## src/tec_pkg.sv

```systemverilog
package tec_pkg;

    // ****************************************
    // register offsets (byte addresses)
    // ****************************************
    localparam logic [11:0] OFF_EVT_SELECT   = 12'h020;
    localparam logic [11:0] OFF_EVT_BEHAVE   = 12'h024;
    localparam logic [11:0] OFF_EXT_IN_SEL   = 12'h120;
    localparam logic [11:0] OFF_CAP_ID_A     = 12'h1E0;
    localparam logic [11:0] OFF_ARCH_ID      = 12'h1E4;
    localparam logic [11:0] OFF_PARAM_SIZE   = 12'h1E8;
    localparam logic [11:0] OFF_COMP_CAP_ID  = 12'hFC8;
    localparam logic [11:0] OFF_COMP_TYPE_ID = 12'hFCC;

    // ****************************************
    // event select layout
    // ****************************************
    localparam int NUM_EVENTS     = 4;
    localparam int EVT_FIELD_STEP = 8;
    localparam int EVT_NUM_LSB    = 0;
    localparam int EVT_KIND_BIT   = 7;
    localparam logic [31:0] EVT_SELECT_WMASK = 32'h8F8F_8F8F;

    // ****************************************
    // event behaviour layout
    // ****************************************
    localparam int BEH_KEEP_ALIVE_BIT = 12;
    localparam int BEH_TRIG_EN_BIT    = 11;
    localparam logic [31:0] EVT_BEHAVE_WMASK = 32'h0000_180F;

    // ****************************************
    // external input selector
    // ****************************************
    localparam int EXT_SEL_WIDTH  = 5;
    localparam int EXT_IN_LINES   = 30;
    localparam logic [31:0] EXT_IN_SEL_WMASK = 32'h0000_001F;

    // ****************************************
    // reset values
    // ****************************************
    localparam logic [31:0] EVT_SELECT_RST = 32'h0000_0000;
    localparam logic [31:0] EVT_BEHAVE_RST = 32'h0000_0000;
    localparam logic [4:0]  EXT_IN_SEL_RST = 5'h00;

    // ****************************************
    // capability id a fields
    // ****************************************
    localparam logic [1:0] CAP_RSV_HI           = 2'h0;
    localparam logic       COMMIT_MODE_FLAG     = 1'h1;
    localparam logic [4:0] TIMESTAMP_WIDTH_FIELD = 5'h08;
    localparam logic [6:0] CAP_RSV_MID          = 7'h00;
    localparam logic [1:0] Q_ELEMENT_SUPPORT    = 2'h0;
    localparam logic       Q_ELEMENT_FILTERING  = 1'h0;
    localparam logic [1:0] CONDITIONAL_RESULT_STYLE = 2'h0;
    localparam logic [1:0] EVENT_COUNT_MINUS_ONE = 2'h3;
    localparam logic       RETURN_STACK_SUPPORT = 1'h1;
    localparam logic       CAP_RSV_B8           = 1'h0;
    localparam logic       INSTR_CYCLE_COUNT_SUPPORT = 1'h1;
    localparam logic       CONDITIONAL_TRACE_SUPPORT = 1'h0;
    localparam logic       BRANCH_BROADCAST_SUPPORT  = 1'h1;
    localparam logic [1:0] DATA_TRACE_SUPPORT   = 2'h0;
    localparam logic [1:0] LOAD_STORE_P0_SUPPORT = 2'h0;
    localparam logic       CAP_RSV_ONE          = 1'h1;

    // ****************************************
    // architecture id fields
    // ****************************************
    localparam logic [7:0] ARCH_RSV_ZERO = 8'h00;
    localparam logic [3:0] ARCH_RSV_ONES = 4'hF;

    // ****************************************
    // component ids
    // ****************************************
    localparam logic [31:0] COMP_CAP_ID_VAL = 32'h0000_0000;
    localparam logic [23:0] TYPE_RSV_ZERO   = 24'h00_0000;
    localparam logic [3:0]  TYPE_SUB_CORE   = 4'h1;
    localparam logic [3:0]  TYPE_MAIN_SRC   = 4'h3;
    localparam logic [31:0] UNMAPPED_VAL    = 32'h0000_0000;

endpackage

```

## src/tec_event_pick.sv

```systemverilog
`timescale 1ns/1ps

module tec_event_pick (
    // selection
    input  wire logic       resource_kind,
    input  wire logic [3:0] resource_number,
    // resource sources
    input  wire logic [15:0] single_res,
    input  wire logic [7:0]  pair_res,
    // result
    output logic            event_hit
);

    // ****************************************
    // single or paired resource
    // ****************************************
    always_comb
    begin
        if (resource_kind)
            event_hit = pair_res[resource_number[2:0]];
        else
            event_hit = single_res[resource_number];
    end

endmodule

```

## src/tec_regs.sv

```systemverilog
`timescale 1ns/1ps

module tec_regs #(
    parameter logic [7:0]  DESIGNER_CODE   = 8'h5A,  // arbitrary value
    parameter logic [3:0]  ARCH_VERSION_HI = 4'h1,   // arbitrary value
    parameter logic [3:0]  ARCH_VERSION_LO = 4'h0,   // arbitrary value
    parameter logic [3:0]  IMPL_REVISION   = 4'h1,   // arbitrary value
    parameter logic [31:0] PARAM_SIZE_VAL  = 32'h0000_0000
) (
    // clock and reset
    input  wire logic        CLK,
    input  wire logic        RST_B,
    input  wire logic        CE,
    // debug register port
    input  wire logic        DBG_SEL,
    input  wire logic        DBG_WRITE,
    input  wire logic [11:0] DBG_ADDR,
    input  wire logic [31:0] DBG_WDATA,
    output logic [31:0]      DBG_RDATA,
    output logic             DBG_READY,
    // resource inputs
    input  wire logic [15:0] RESOURCE_IN,
    input  wire logic [7:0]  PAIR_IN,
    input  wire logic [29:0] EXT_IN,
    input  wire logic        LOW_POWER,
    input  wire logic        TRIG_REQ,
    // event outputs
    output logic [3:0]       EVENT_OUT,
    output logic [3:0]       EVENT_ELEM,
    output logic             ATB_TRIG,
    output logic             EXT_RESOURCE0
);

    // ****************************************
    // state
    // ****************************************
    typedef struct packed {
        logic [29:0] ext_meta;
        logic [29:0] ext_sync;
        logic [31:0] evt_select;
        logic [31:0] evt_behave;
        logic [4:0]  ext_sel;
        logic [31:0] rdata;
        logic        ready;
        logic [3:0]  event_out;
        logic [3:0]  event_elem;
        logic        atb_trig;
        logic        ext_res0;
    } tec_state_t;

    tec_state_t st_reg;
    tec_state_t st_next;

    logic [3:0] event_hit;
    logic       events_live;

    // ****************************************
    // read decode
    // ****************************************
    function automatic logic [31:0] read_word(
        input logic [11:0] addr,
        input logic [31:0] sel_r,
        input logic [31:0] beh_r,
        input logic [4:0]  ext_r
    );
        logic [31:0] w;
        w = tec_pkg::UNMAPPED_VAL;
        case (addr)
            tec_pkg::OFF_EVT_SELECT:
                w = sel_r & tec_pkg::EVT_SELECT_WMASK;
            tec_pkg::OFF_EVT_BEHAVE:
                w = beh_r & tec_pkg::EVT_BEHAVE_WMASK;
            tec_pkg::OFF_EXT_IN_SEL:
                w = {27'h000_0000, ext_r};
            tec_pkg::OFF_CAP_ID_A:
                w = {tec_pkg::CAP_RSV_HI,
                     tec_pkg::COMMIT_MODE_FLAG,
                     tec_pkg::TIMESTAMP_WIDTH_FIELD,
                     tec_pkg::CAP_RSV_MID,
                     tec_pkg::Q_ELEMENT_SUPPORT,
                     tec_pkg::Q_ELEMENT_FILTERING,
                     tec_pkg::CONDITIONAL_RESULT_STYLE,
                     tec_pkg::EVENT_COUNT_MINUS_ONE,
                     tec_pkg::RETURN_STACK_SUPPORT,
                     tec_pkg::CAP_RSV_B8,
                     tec_pkg::INSTR_CYCLE_COUNT_SUPPORT,
                     tec_pkg::CONDITIONAL_TRACE_SUPPORT,
                     tec_pkg::BRANCH_BROADCAST_SUPPORT,
                     tec_pkg::DATA_TRACE_SUPPORT,
                     tec_pkg::LOAD_STORE_P0_SUPPORT,
                     tec_pkg::CAP_RSV_ONE};
            tec_pkg::OFF_ARCH_ID:
                w = {DESIGNER_CODE,
                     tec_pkg::ARCH_RSV_ZERO,
                     tec_pkg::ARCH_RSV_ONES,
                     ARCH_VERSION_HI,
                     ARCH_VERSION_LO,
                     IMPL_REVISION};
            tec_pkg::OFF_PARAM_SIZE:
                w = PARAM_SIZE_VAL;
            tec_pkg::OFF_COMP_CAP_ID:
                w = tec_pkg::COMP_CAP_ID_VAL;
            tec_pkg::OFF_COMP_TYPE_ID:
                w = {tec_pkg::TYPE_RSV_ZERO,
                     tec_pkg::TYPE_SUB_CORE,
                     tec_pkg::TYPE_MAIN_SRC};
            default:
                w = tec_pkg::UNMAPPED_VAL;
        endcase
        return w;
    endfunction

    // ****************************************
    // event selectors
    // ****************************************
    genvar gi;
    generate
        for (gi = 0; gi < tec_pkg::NUM_EVENTS; gi = gi + 1)
        begin : g_evt
            localparam int BASE = gi * tec_pkg::EVT_FIELD_STEP;
            tec_event_pick u_pick (
                .resource_kind   (st_reg.evt_select[BASE +
                                   tec_pkg::EVT_KIND_BIT]),
                .resource_number (st_reg.evt_select[BASE +
                                   tec_pkg::EVT_NUM_LSB +: 4]),
                .single_res      (RESOURCE_IN),
                .pair_res        (PAIR_IN),
                .event_hit       (event_hit[gi])
            );
        end
    endgenerate

    // low power stops events unless kept alive
    assign events_live = !LOW_POWER ||
        st_reg.evt_behave[tec_pkg::BEH_KEEP_ALIVE_BIT];

    // ****************************************
    // next state
    // ****************************************
    always_comb
    begin
        st_next = st_reg;
        st_next.ext_meta = EXT_IN;
        st_next.ext_sync = st_reg.ext_meta;
        st_next.ready = 1'b0;
        if (DBG_SEL)
        begin
            st_next.ready = 1'b1;
            if (DBG_WRITE)
            begin
                case (DBG_ADDR)
                    tec_pkg::OFF_EVT_SELECT:
                        st_next.evt_select =
                            DBG_WDATA & tec_pkg::EVT_SELECT_WMASK;
                    tec_pkg::OFF_EVT_BEHAVE:
                        st_next.evt_behave =
                            DBG_WDATA & tec_pkg::EVT_BEHAVE_WMASK;
                    tec_pkg::OFF_EXT_IN_SEL:
                        st_next.ext_sel =
                            DBG_WDATA[tec_pkg::EXT_SEL_WIDTH-1:0];
                    default:
                        st_next.ext_sel = st_reg.ext_sel;
                endcase
            end
            else
            begin
                st_next.rdata = read_word(DBG_ADDR, st_reg.evt_select,
                    st_reg.evt_behave, st_reg.ext_sel);
            end
        end
        st_next.event_out = events_live ? event_hit : 4'h0;
        st_next.event_elem = (events_live ? event_hit : 4'h0) &
            st_reg.evt_behave[3:0];
        st_next.atb_trig = TRIG_REQ &&
            st_reg.evt_behave[tec_pkg::BEH_TRIG_EN_BIT];
        if (st_reg.ext_sel < 5'(tec_pkg::EXT_IN_LINES))
            st_next.ext_res0 = st_reg.ext_sync[st_reg.ext_sel];
        else
            st_next.ext_res0 = 1'b0;
    end

    // ****************************************
    // state register
    // ****************************************
    always_ff @(posedge CLK or negedge RST_B)
    begin
        if (!RST_B)
        begin
            st_reg <= '0;
            st_reg.evt_select <= tec_pkg::EVT_SELECT_RST;
            st_reg.evt_behave <= tec_pkg::EVT_BEHAVE_RST;
            st_reg.ext_sel <= tec_pkg::EXT_IN_SEL_RST;
        end
        else if (CE)
        begin
            st_reg <= st_next;
        end
    end

    // ****************************************
    // outputs
    // ****************************************
    assign DBG_RDATA     = st_reg.rdata;
    assign DBG_READY     = st_reg.ready;
    assign EVENT_OUT     = st_reg.event_out;
    assign EVENT_ELEM    = st_reg.event_elem;
    assign ATB_TRIG      = st_reg.atb_trig;
    assign EXT_RESOURCE0 = st_reg.ext_res0;

    logic rd_req;
    assign rd_req = DBG_SEL && !DBG_WRITE && CE;
endmodule

```

## config.mk

```make
export PLATFORM = sky130hd
export DESIGN_NAME = tec_regs
export DESIGN_NICKNAME = d
export VERILOG_FILES = /design/src/tec_pkg.sv /design/src/tec_event_pick.sv /design/src/tec_regs.sv
export SDC_FILE = /design/constraint.sdc
export NUM_CORES = 1
export LEC_CHECK = 0
export ABC_AREA = 1
export BUFFER_PORTS_ARGS = -buffer_cell sky130_fd_sc_hd__buf_4
export CAP_MARGIN = 5
export CORE_UTILIZATION = 34
export CTS_BUF_LIST = sky130_fd_sc_hd__clkbuf_4 sky130_fd_sc_hd__clkbuf_8
export DETAILED_ROUTE_END_ITERATION = 8
export SLEW_MARGIN = 20
export SYNTH_ARGS = -nofsm -noshare
export SYNTH_HDL_FRONTEND = slang
export SYNTH_SLANG_ARGS = --single-unit
export TNS_END_PERCENT = 10
```

## constraint.sdc

```tcl
create_clock -name CLK -period 1.4 [get_ports CLK]
set_input_delay 0.28 -clock CLK [delete_from_list [all_inputs] [get_ports CLK]]
set_output_delay 0.28 -clock CLK [all_outputs]
set_load 0.02 [all_outputs]
```

* Word level (Yosys, flattened, before mapping)
Cells that the tools add are included.
Storage, ports and cells: output and inout port bits 43, word-level logic and storage cells 62, bits of input ports 105, bits in registers 134
Operators by class: reductions and logical operators 7, eq/ne operators 6, muxes and demuxes 26, bitwise gates (word level) 2, magnitude comparators 10
Operator list (number):
- $pmux 32 s6 | 1
- $eq 12x9->1 const B | 3
- $eq 12x6->1 const B | 2
- $lt 4x5->1 const B | 4
- $bmux 1 s4 | 4
- $lt 3x4->1 const B | 4
- $mux 1 | 15
- $bmux 1 s3 | 4
- $eq 12x12->1 const B | 1
- $reduce_and 4->1 | 3
- $lt 5x6->1 const B | 1
- $bmux 1 s5 | 1
- $lt 5x5->1 const B | 1
- $and 4x4->4 | 1
- $mux 4 | 1
- $reduce_and 3->1 | 1
- $logic_and 1x1->1 | 1
- $logic_not 1->1 | 1
- $logic_or 1x1->1 | 1
- $not 1->1 | 1

* Logic depth before layout (Yosys ltp)
Gate-level depths: netlist of run 1.
depth after elaboration 5, gate-level depth with buffers 11, gate-level depth less buffers 10

* Modules after synthesis
Synthesis of run 1 repeated with hierarchy kept, for this count alone.
Unflattened totals: cells, all modules 986, area total of the unflattened synthesis 7079.3 um2
Modules (own cells, without submodules):
- tec_regs | times used 1, cells each 714, area an instance 5873.1 um2, sequential area each 3153.0 um2
- tec_event_pick | times used 4, cells each 68, area an instance 301.5 um2, sequential area each 0.0 um2

* Least setup slack after synthesis of run 1
OpenSTA, ideal clock, no wires.
path kind reg2reg, from register st_reg[43] (netlist bit), to register st_reg, in the netlist EXT_RESOURCE0, data required time 1.283 ns, period minus slack after synthesis 1.302 ns, path buffers 2, path slack 0.098 ns, library setup time 0.117 ns, arrival 1.185 ns, stages on the path, launching flop included 11, path through dfrtp_1 buf_2 buf_2 o211ai_1 nand2_1 nand2_1 nand3_1 nand2_1 nand2_1 nand3_1 nand2_1
On the way: word-level cells in the longest chain between the ends 3, elaborated cells between the ends (all ways) 4, classes of those cells order compare (1); mux (3)
RTL lines:
- from (decl) | RTL line tec_regs.sv:51 | tec_state_t st_reg;
- from (signal assigned) | RTL line tec_regs.sv:196 | st_reg <= st_next;
- $bmux 1 s5 | RTL line tec_regs.sv:177 | st_next.ext_res0 = st_reg.ext_sync[st_reg.ext_sel];
- $mux 1 (implied by the code) | RTL line tec_regs.sv:177
- $mux 1 * | RTL line tec_regs.sv:176 | if (st_reg.ext_sel < 5'(tec_pkg::EXT_IN_LINES))
Every way passes the cells marked *; elsewhere a longest branch is shown, timed or not. The select of a mux whose other input is x is not followed. A chain may end at the register's enable or synchronous reset.

* Worst setup path after layout of run 1
from register st_reg[96] (netlist bit), to register st_reg, in the netlist EVENT_ELEM[2]
On the way: word-level cells in the longest chain between the ends 5, elaborated cells between the ends (all ways) 7, classes of those cells mux (6); bitwise (1)
RTL lines:
- $bmux 1 s4 / $bmux 1 s3 (equally long branches) | RTL line tec_event_pick.sv:22, tec_event_pick.sv:20
- $mux 1, on equally long branches | RTL line tec_event_pick.sv:22, tec_event_pick.sv:20
- $mux 1 * | RTL line tec_event_pick.sv:19 | if (resource_kind)
- $mux 4 * | RTL line tec_regs.sv:172 | st_next.event_elem = (events_live ? event_hit : 4'h0) &
- $and 4x4->4 * | RTL line tec_regs.sv:172
Marked as above.

==> impl_metrics.json, run 1 <==
{
  "seqCellArea_sq_um": 3160,
  "routabilityCongestion": 0.844,
  "combPwrFrac": 0.114,
  "numCtsBuffers": 17,
  "multi_input_area_sq_um": 2840,
  "synth_top_flop_cell": "dfrtp_1",
  "p_int_mw": 6.02,
  "grt_max_degree": 79,
  "area_growth_pct": 28.7,
  "dpl.hpwl_mm": 14.0,
  "cap_viol_max_count": 0,
  "placed_area_sq_um": 8150,
  "setup_viol": 0,
  "utilization": 0.447,
  "syn-cell-area_sq_um": 6780,
  "final_hold_viol_count": 0,
  "io_buffers": 133,
  "htree_levels": 4,
  "switching_share": 0.272,
  "drt-pass1-iter-count": 5,
  "drv_slew": 0,
  "seqPwrFrac": 0.473,
  "tightest_slew_ps": 510,
  "dieWidth_um": 143,
  "cts.sinks": 126,
  "synth.avg_cell_area_sq_um": 7.38,
  "grt_pass1_vias": 5904,
  "antenna_found_initial": 0,
  "clockBufferDepth": 2,
  "drt_wl_total_mm": 19.1,
  "synth_seq_cells": 126,
  "synth_seq_area_share": 0.465,
  "wl_per_cell_um": 14.3,
  "overflow": 0,
  "grt_use_total": 0.193,
  "outcome": "finished clean",
  "rrSetupSlack_ps": 30,
  "fmax_mhz": 731,
  "clk_latency_ps": 440,
  "cts_tree": "yes",
  "antenna_left": 0,
  "pwr-share-clk": 0.413,
  "max_slew_margin": 0.660,
  "rows": 51,
  "end_kind": "register",
  "netSwitchingPower_mw": 2.25,
  "die-area_sq_um": 20500,
  "diodes": 0,
  "power.density_nw_per_um2": 948,
  "fin_crit_ps": 1370,
  "cts.clk_slew.worst_paths_ps": 80,
  "vias": 6266,
  "core_area_sq_um": 19500,
  "drive_gt1_frac": 0.247,
  "drtIter0Drc": 361,
  "via_per_inst": 4.70,
  "cp_data_arrival_time_ps": 1750,
  "crit_required_ps": 1780,
  "fillCellCount": 2065,
  "synth.most_common_cell": "nand2_1",
  "period_share": 0.977,
  "die_h_um": 143,
  "ys_top_cells_by_area": "dfrtp_1 47%, nand2_1 21%, nand3_1 7.5%",
  "critPathKind": "register to register",
  "finClkSkew_ps": 13.5,
  "hp-class": "primary input to register",
  "ys_warn_count": 0,
  "syn_inst": 919,
  "largest_reg_flops": 61,
  "synth_edf_count": 0,
  "ir_drop_mv": 0.700,
  "yosysTopAreaCellShare": 0.465,
  "grt_pass1_wl_mm": 30.1,
  "critPathMaxFanout": 8,
  "drc_errors": 0,
  "rsz0062_at_grt": "yes",
  "synth_commonest_cells": "384 x nand2_1, 126 x dfrtp_1, 102 x nand3_1, 77 x inv_1, 65 x o21ai_0",
  "initial_core_util": 0.347,
  "power_leakage_nw": 4.51,
  "nNetsFinal": 1162,
  "cts_root_buffer": "clkbuf_8",
  "postSynth.asyncResetShare": 1.00,
  "final_area_sq_um": 8720,
  "ios": 148,
  "synth_top_area_cell": "dfrtp_1",
  "post_cts_buffers": 0,
  "ys_types": 34,
  "start_kind": "register"
}
routing by layer:
layer,track usage,share of wire,vias to the layer above
li1,-,-,3145
met1,0.262,0.48,2899
met5,0,0,-
met4,0.0809,0.022,0
met2,0.301,0.45,195
met3,0.0329,0.049,27
cell families after synthesis:
group,after synthesis,share of synthesized area
AO/OA/AOI/OAI,107,0.0897
buffers and inverters,166,0.123
flip-flops,126,0.465
multiplexers,2,0.00332
other,1,0.000553
AND/OR/NAND/NOR,517,0.318
critical path, cell delays in order, from the launching register on:
cell and delay (ps):
dfrtp_2 450, buf_6 150, nand2_1 60, nand3_1 70, nand3_1 90, nand3_1 70, nand2_1 70, nand2_1 60
nand2_2 120, nand3_1 80, nand2_1 70
worst paths after layout:
path | startpoint | endpoint | depth (start not counted)
max in group asynchronous | RST_B | st_reg[127] | 3
min reg2reg | st_next[117] | st_next[117] | 2
min | EXT_IN[15] | st_next[127] | 3
min in group asynchronous | RST_B | DBG_RDATA[18] | 2
max reg2reg | st_reg[96] | EVENT_ELEM[2] | 10
max | st_reg[96] | EVENT_ELEM[2] | 10
cell usage in the layout, fill, tap and decap left out, drive strengths merged:
| cell type | count |
|---|---|
| nand4 | 1 |
| inv | 88 |
| clkinv | 5 |
| mux2 | 2 |
| bufinv | 3 |
| buf | 191 |
| nand3 | 104 |
| a21oi | 16 |
| nor2 | 14 |
| o2111ai | 1 |
| and2 | 1 |
| dlygate4sd3 | 5 |
| o221ai | 2 |
| clkbuf | 19 |
| nor3 | 10 |
| o31ai | 1 |
| o211ai | 13 |
| clkinvlp | 2 |
| nand2 | 387 |
| o211a | 1 |
| dfrtp | 126 |
| conb | 4 |
| a211oi | 1 |
| o21ai | 72 |
power by group through the flow:
stage / Combinational, mW / Clock, mW / Sequential, mW
2_1_floorplan: 0.442 / 0 / 3.97
3_3_place_gp: 0.927 / 0 / 3.98
3_5_place_dp: 0.940 / 0 / 3.98
4_1_cts: 0.954 / 3.50 / 3.91
5_1_grt: 1.07 / 3.66 / 3.93
6_report: 0.945 / 3.41 / 3.91
metrics by stage:
step | cells | setup TNS, ps | hold WS [ps] | setup slack [ps] | power, mW
finish | 1334 | 0 | 36.0 | 32.3 | 8.27
global route | 1334 | -461 | 19.1 | -80.8 | 8.66
detailed placement | 1296 | -8240 | 206 | -238 | 4.92
global placement | 1296 | -7770 | 204 | -193 | 4.91
CTS | 1332 | 0 | 7.25 | 2.20 | 8.37
floorplan | 922 | 0 | -15.6 | 98.0 | 4.41
area by class of cell:
class	instances	area share
sequential	126	0.362
multi-input combinational	630	0.325
timing repair buffer	198	0.190
tap	265	0.0380
inverter	84	0.0370
clock buffer	17	0.0268
clock inverter	14	0.0209
timing repair:
item	4_1_cts	5_1_grt
hold buffers	5	0
pin swaps	0	6
endpoints found under the hold margin	19	0
resized for setup	5	20
setup endpoints to repair	8	9
gates cloned	0	2
(Power assumes the default switching activity.)
==> run 2, diff against run 1 <==
--- a/config.mk
+++ b/config.mk
@@ -12,4 +12,5 @@
 export CTS_BUF_LIST = sky130_fd_sc_hd__clkbuf_4 sky130_fd_sc_hd__clkbuf_8
 export DETAILED_ROUTE_END_ITERATION = 8
+export GPL_TIMING_DRIVEN = 0
 export SLEW_MARGIN = 20
 export SYNTH_ARGS = -nofsm -noshare
==> constraint.sdc (replaced) <==
create_clock -name CLK -period 1.4 [get_ports CLK]
set_input_delay 0.21 -clock CLK [delete_from_list [all_inputs] [get_ports CLK]]
set_output_delay 0.21 -clock CLK [all_outputs]
set_load 0.02 [all_outputs]
==> run 2 against run 1 <==
- the flow now finishes with violations (setup timing)
- via count is 4.0% higher
- critical path depth up 1
- sequential share of layout area shrank 2.3 points
- cell area rose by 6.6%
- highest routed layer unchanged
==> impl_metrics.json, run 2 (synthesis results as in run 1) <==
{
  "fin_crit_ps": 1410,
  "drtIter0Drc": 341,
  "diodes": 0,
  "drc_errors": 0,
  "crit_required_ps": 1730,
  "min_from": "DBG_WDATA[10]",
  "io_buffers": 132,
  "clk_latency_ps": 440,
  "rsz0062_at_grt": "yes",
  "vias": 6516,
  "grt_pass1_vias": 6198,
  "grt_max_degree": 78,
  "drt_wl_total_mm": 20.0,
  "tns_ps": -16.3,
  "final_area_sq_um": 9300,
  "ios": 148,
  "antenna_left": 0,
  "failed_checks": "setup timing",
  "startpoint": "st_reg[88]",
  "placed_area_sq_um": 8150,
  "whs_ps": 23.6,
  "nNetsFinal": 1232,
  "final_hold_viol_count": 0,
  "routabilityCongestion": 0.839,
  "clockBufferDepth": 2,
  "critPathMaxFanout": 9,
  "stdcell_count": 1405,
  "start_kind": "register",
  "numCtsBuffers": 17,
  "grt_use_total": 0.205,
  "grt_pass1_wl_mm": 32.2,
  "die-area_sq_um": 20500,
  "utilization": 0.476,
  "core_area_sq_um": 19500,
  "power.density_nw_per_um2": 889,
  "drive_gt1_frac": 0.261,
  "most-common-layout-cells": "376 x nand2_1, 178 x buf_4, 126 x dfrtp_1, 90 x nand3_1, 71 x inv_1",
  "wl_per_cell_um": 14.2,
  "cp_data_arrival_time_ps": 1740,
  "dpl.cell_count": 1320,
  "ir_drop_mv": 0.541,
  "cts_root_buffer": "clkbuf_8",
  "cts_tree": "yes",
  "drv_slew": 0,
  "fmax_mhz": 707,
  "overflow": 0,
  "initial_core_util": 0.347,
  "cap_viol_max_count": 0,
  "end_kind": "register",
  "hp-class": "primary input to register",
  "via_per_inst": 4.64,
  "largest_reg_flops": 61,
  "max_slew_margin": 0.603,
  "dieWidth_um": 143,
  "layout_commonest_cell": "nand2_1",
  "post-place-ws_ps": -304,
  "finClkSkew_ps": 8.37,
  "finalPower_mw": 8.27,
  "rows": 51,
  "die_h_um": 143,
  "drt-pass1-iter-count": 5,
  "outcome": "finished, violations left",
  "tightest_slew_ps": 595,
  "area_growth_pct": 37.2,
  "dpl.hpwl_mm": 14.7,
  "setup_ws_ps": -13.6,
  "critPathKind": "register to register",
  "fillCellCount": 2004,
  "period_share": 1.01,
  "cts.sinks": 126,
  "power_leakage_nw": 4.81,
  "antenna_found_initial": 0,
  "setup_viol": 2,
  "regToRegStartpoint": "st_reg[88]",
  "cts.clk_slew.worst_paths_ps": 80,
  "htree_levels": 4
}
## run 2: cell count changes in the layout (fill, tap and decap cells not counted), sizes merged
cell | previous run | this run
clkinvlp | 2 | 4
buf | 191 | 208
clkbuf | 19 | 36
bufinv | 3 | 2
dlygate4sd3 | 5 | 43
clkinv | 5 | 3
## run 2: worst paths after layout
kind / endpoint / slack (ps) / cells past startpoint
max: EVENT_ELEM[1] / -10 / 11
min: st_reg[90] / 20 / 3
max reg2reg: EVENT_ELEM[1] / -10 / 11
min reg2reg: st_next[135] / 480 / 2
max in group asynchronous: st_reg[130] / 430 / 3
min in group asynchronous: DBG_RDATA[18] / 260 / 2
## run 2: critical path, cell delays in order, from the launching register on
cell	delay, ps
dfrtp_1	420
buf_6	170
inv_8	70
nand2_1	50
nand3_1	80
nand3_1	90
nand3_1	110
nand2_2	60
nand2_2	70
nand2_2	70
nand3_2	60
nand2_1	60
## run 2: cell type report
| class | count | area, sq um | area share |
|---|---|---|---|
| flip-flops and latches | 126 | 3150 | 0.339 |
| repair buffers | 186 | 1560 | 0.167 |
| plain buffers | 82 | 599 | 0.0644 |
| clock buffers | 19 | 255 | 0.0274 |
| clock inverters | 13 | 154 | 0.0165 |
| well taps | 265 | 332 | 0.0357 |
| multi-input cells | 630 | 2900 | 0.312 |
| inverters | 84 | 347 | 0.0373 |
## run 2: per-layer routing
metal | share of wire | wire [um] | vias up | track usage
li1 | - | - | 3301 | -
met1 | 0.47 | 9370 | 2994 | 0.278
met2 | 0.45 | 9090 | 195 | 0.324
met3 | 0.053 | 1060 | 26 | 0.0366
met4 | 0.024 | 486 | 0 | 0.0798
met5 | 0 | 0 | - | 0
## run 2: power by group
part           leakage [nW]  internal (mW)  switching (mW)  total, mW
combinational          2.95          0.461           0.570       1.03
sequential             1.66           3.82          0.0907       3.92
clock                 0.201           1.69            1.63       3.32
total                  4.81           5.98            2.29       8.27
## run 2: repair_timing
item                       in CTS  in global routing
pin swaps                       2                 23
setup endpoints to repair       9                 11
hold buffers                   43                  0
cloned                          0                  3
buffers inserted                1                  6
gates resized for setup        35                 44
hold endpoints to repair       91                  0
==> run 3, diff against run 2 <==
CORE_MARGIN = 2   (was default)
==> run 3 against run 2 <==
- the flow still finishes with violations (setup timing)
- count of clock-buffer cells in the layout shrank 1
- sequential cell count did not move
- sequential power hardly changed
- sequential share of layout area shrank 0.71 points
- via count grew 1.1%
- register-to-register slack worse by 20 ps
- hold slack lost 9.6 ps
- critical path type unchanged
==> impl_metrics.json, run 3 (synthesis results as in run 1) <==
{
  "power_leakage_nw": 4.88,
  "drive_gt1_frac": 0.278,
  "die-area_sq_um": 21100,
  "largest_reg_flops": 61,
  "area_growth_pct": 40.1,
  "drt_wl_total_mm": 20.4,
  "max_slew_margin": 0.548,
  "fmax_mhz": 696,
  "p_int_mw": 6.00,
  "grt_max_degree": 79,
  "setup_viol": 5,
  "rows": 51,
  "whs_endpoint": "DBG_READY",
  "start_kind": "register",
  "finalPower_mw": 8.39,
  "antenna_left": 0,
  "end_kind": "register",
  "die_h_um": 145,
  "drv_slew": 0,
  "final_hold_viol_count": 0,
  "vias": 6587,
  "cap_viol_max_count": 0,
  "crit_required_ps": 1810,
  "wl_per_cell_um": 14.5,
  "fin_crit_ps": 1440,
  "tns_ps": -129,
  "min_from": "DBG_SEL",
  "post-place-ws_ps": -287,
  "htree_levels": 4,
  "drc_errors": 0,
  "tightest_slew_ps": 679,
  "final_area_sq_um": 9500,
  "core_area_sq_um": 19500,
  "clk_latency_ps": 470,
  "r2r_end": "EVENT_ELEM[2]",
  "failed_checks": "setup timing",
  "dieWidth_um": 145,
  "layout_commonest_cell": "nand2_1",
  "crit_path_cell_trace": "buf_6 -> buf_8 -> a21oi_1 -> o21ai_1 -> nand3_1 -> nand3_2 -> nand2_4 -> nand3_2 -> nand2_1",
  "netSwitchingPower_mw": 2.39,
  "crit_buf_inv": 2,
  "cp_data_arrival_time_ps": 1840,
  "pwr-share-clk": 0.407,
  "clockBufferDepth": 2,
  "drt-pass1-iter-count": 5,
  "rsz0062_at_grt": "yes",
  "drtIter0Drc": 407,
  "worst_r2r_path_depth": 9,
  "via_per_inst": 4.67,
  "combPwrFrac": 0.126,
  "switching_share": 0.285,
  "critPathKind": "register to register",
  "numCtsBuffers": 17,
  "finClkSkew_ps": 12.8,
  "cp_top_family": "simple AND/OR/NAND/NOR gates",
  "initial_core_util": 0.347,
  "fillCellCount": 1981,
  "seqPwrFrac": 0.467,
  "cts_tree": "yes",
  "antenna_found_initial": 0,
  "routabilityCongestion": 0.820,
  "cts.clk_slew.worst_paths_ps": 80,
  "cts_root_buffer": "clkbuf_8",
  "nNetsFinal": 1239,
  "ios": 148,
  "crit_top_cell": "nand3_2",
  "overflow": 0,
  "grt_pass1_wl_mm": 31.9,
  "outcome": "finished, violations left",
  "period_share": 1.03,
  "most-common-layout-cells": "370 x nand2_1, 174 x buf_4, 126 x dfrtp_1, 76 x nand3_1, 71 x inv_1",
  "grt_pass1_vias": 6070,
  "critPathMaxFanout": 7,
  "setup_ws_ps": -35.9,
  "diodes": 0,
  "hold_depth": 3,
  "ir_drop_mv": 0.611,
  "cts.sinks": 126,
  "cp_slowest_cell": "dfrtp_1",
  "hp-class": "primary input to register",
  "dpl.hpwl_mm": 14.7,
  "grt_use_total": 0.189,
  "critPathMaxStageDelay_ps": 410,
  "power.density_nw_per_um2": 883,
  "regToRegStartpoint": "st_reg[96]",
  "placed_area_sq_um": 8150,
  "rrSetupSlack_ps": -40,
  "io_buffers": 132
}
==> run 3: changes by cell type in the layout (fill, tap and decap cells not counted), sizes merged <==
cell | previous run | this run
dlygate4sd3 | 43 | 48
inv | 88 | 93
clkinv | 3 | 1
buf | 208 | 209
clkbuf | 36 | 35
clkinvlp | 4 | 3
==> run 3: repair_timing <==
item,CTS,global route
gates resized for setup,35,74
gates cloned,0,7
pin swaps,4,34
setup buffers,1,4
hold buffers,48,0
endpoints found under the setup margin,13,14
endpoints found under the hold margin,95,0
==> run 3: cell type report <==
class,instances,area [sq um],area share
sequential,126,3150,0.332
buffer,82,598,0.0630
timing repair buffer,192,1630,0.172
timing repair inverter,1,6.26,0.000659
inverter,84,359,0.0378
clock inverter,14,170,0.0179
clock buffer,18,248,0.0261
multi-input combinational,630,3000,0.316
tap,265,332,0.0349
==> run 3: worst max path at each step <==
stage	startpoint	to	slack, ps	cells past startpoint
6_report	st_reg[96]	EVENT_ELEM[2]	-40	9
5_1_grt	st_reg[88]	EVENT_ELEM[1]	-130	8
4_1_cts	st_reg[43]	EXT_RESOURCE0	0.4	10
3_5_place_dp	DBG_ADDR[11]	DBG_RDATA[7]	-290	9
3_3_place_gp	RST_B	st_next[132]	-340	1
2_1_floorplan	st_reg[43]	EXT_RESOURCE0	100	10
==> run 3: worst register-to-register path: cells and delay by family (launching register included) <==
kind,cells,cell delay [ps]
AND/OR/NAND/NOR,5,430
flip-flops,1,410
buffers and inverters,2,300
AO/OA/AOI/OAI,2,230
==> run 3: power by group through the flow <==
stage	Clock, mW	Sequential [mW]	Combinational [mW]
after detailed placement	0	3.99	0.923
after global routing	3.65	3.94	1.18
after global placement	0	3.99	0.902
final	3.42	3.92	1.06
after CTS	3.48	3.92	1.04
after floorplan	0	3.97	0.442
==> run 3: routing by layer <==
layer | share of wire | global-route usage
met4 | 0.018 | 0.0623
met2 | 0.45 | 0.291
met3 | 0.063 | 0.0412
met1 | 0.46 | 0.264
met5 | 0 | 0
==> run 3: stage by stage <==
stage / utilization / hold slack [ps] / instances
global placement: 0.415 / 412 / 1319
finish: 0.487 / 14.0 / 1412
CTS: 0.468 / 10.2 / 1401
global route: 0.487 / 5.89 / 1412
floorplan: - / -85.6 / 922
detailed placement: 0.417 / 137 / 1320
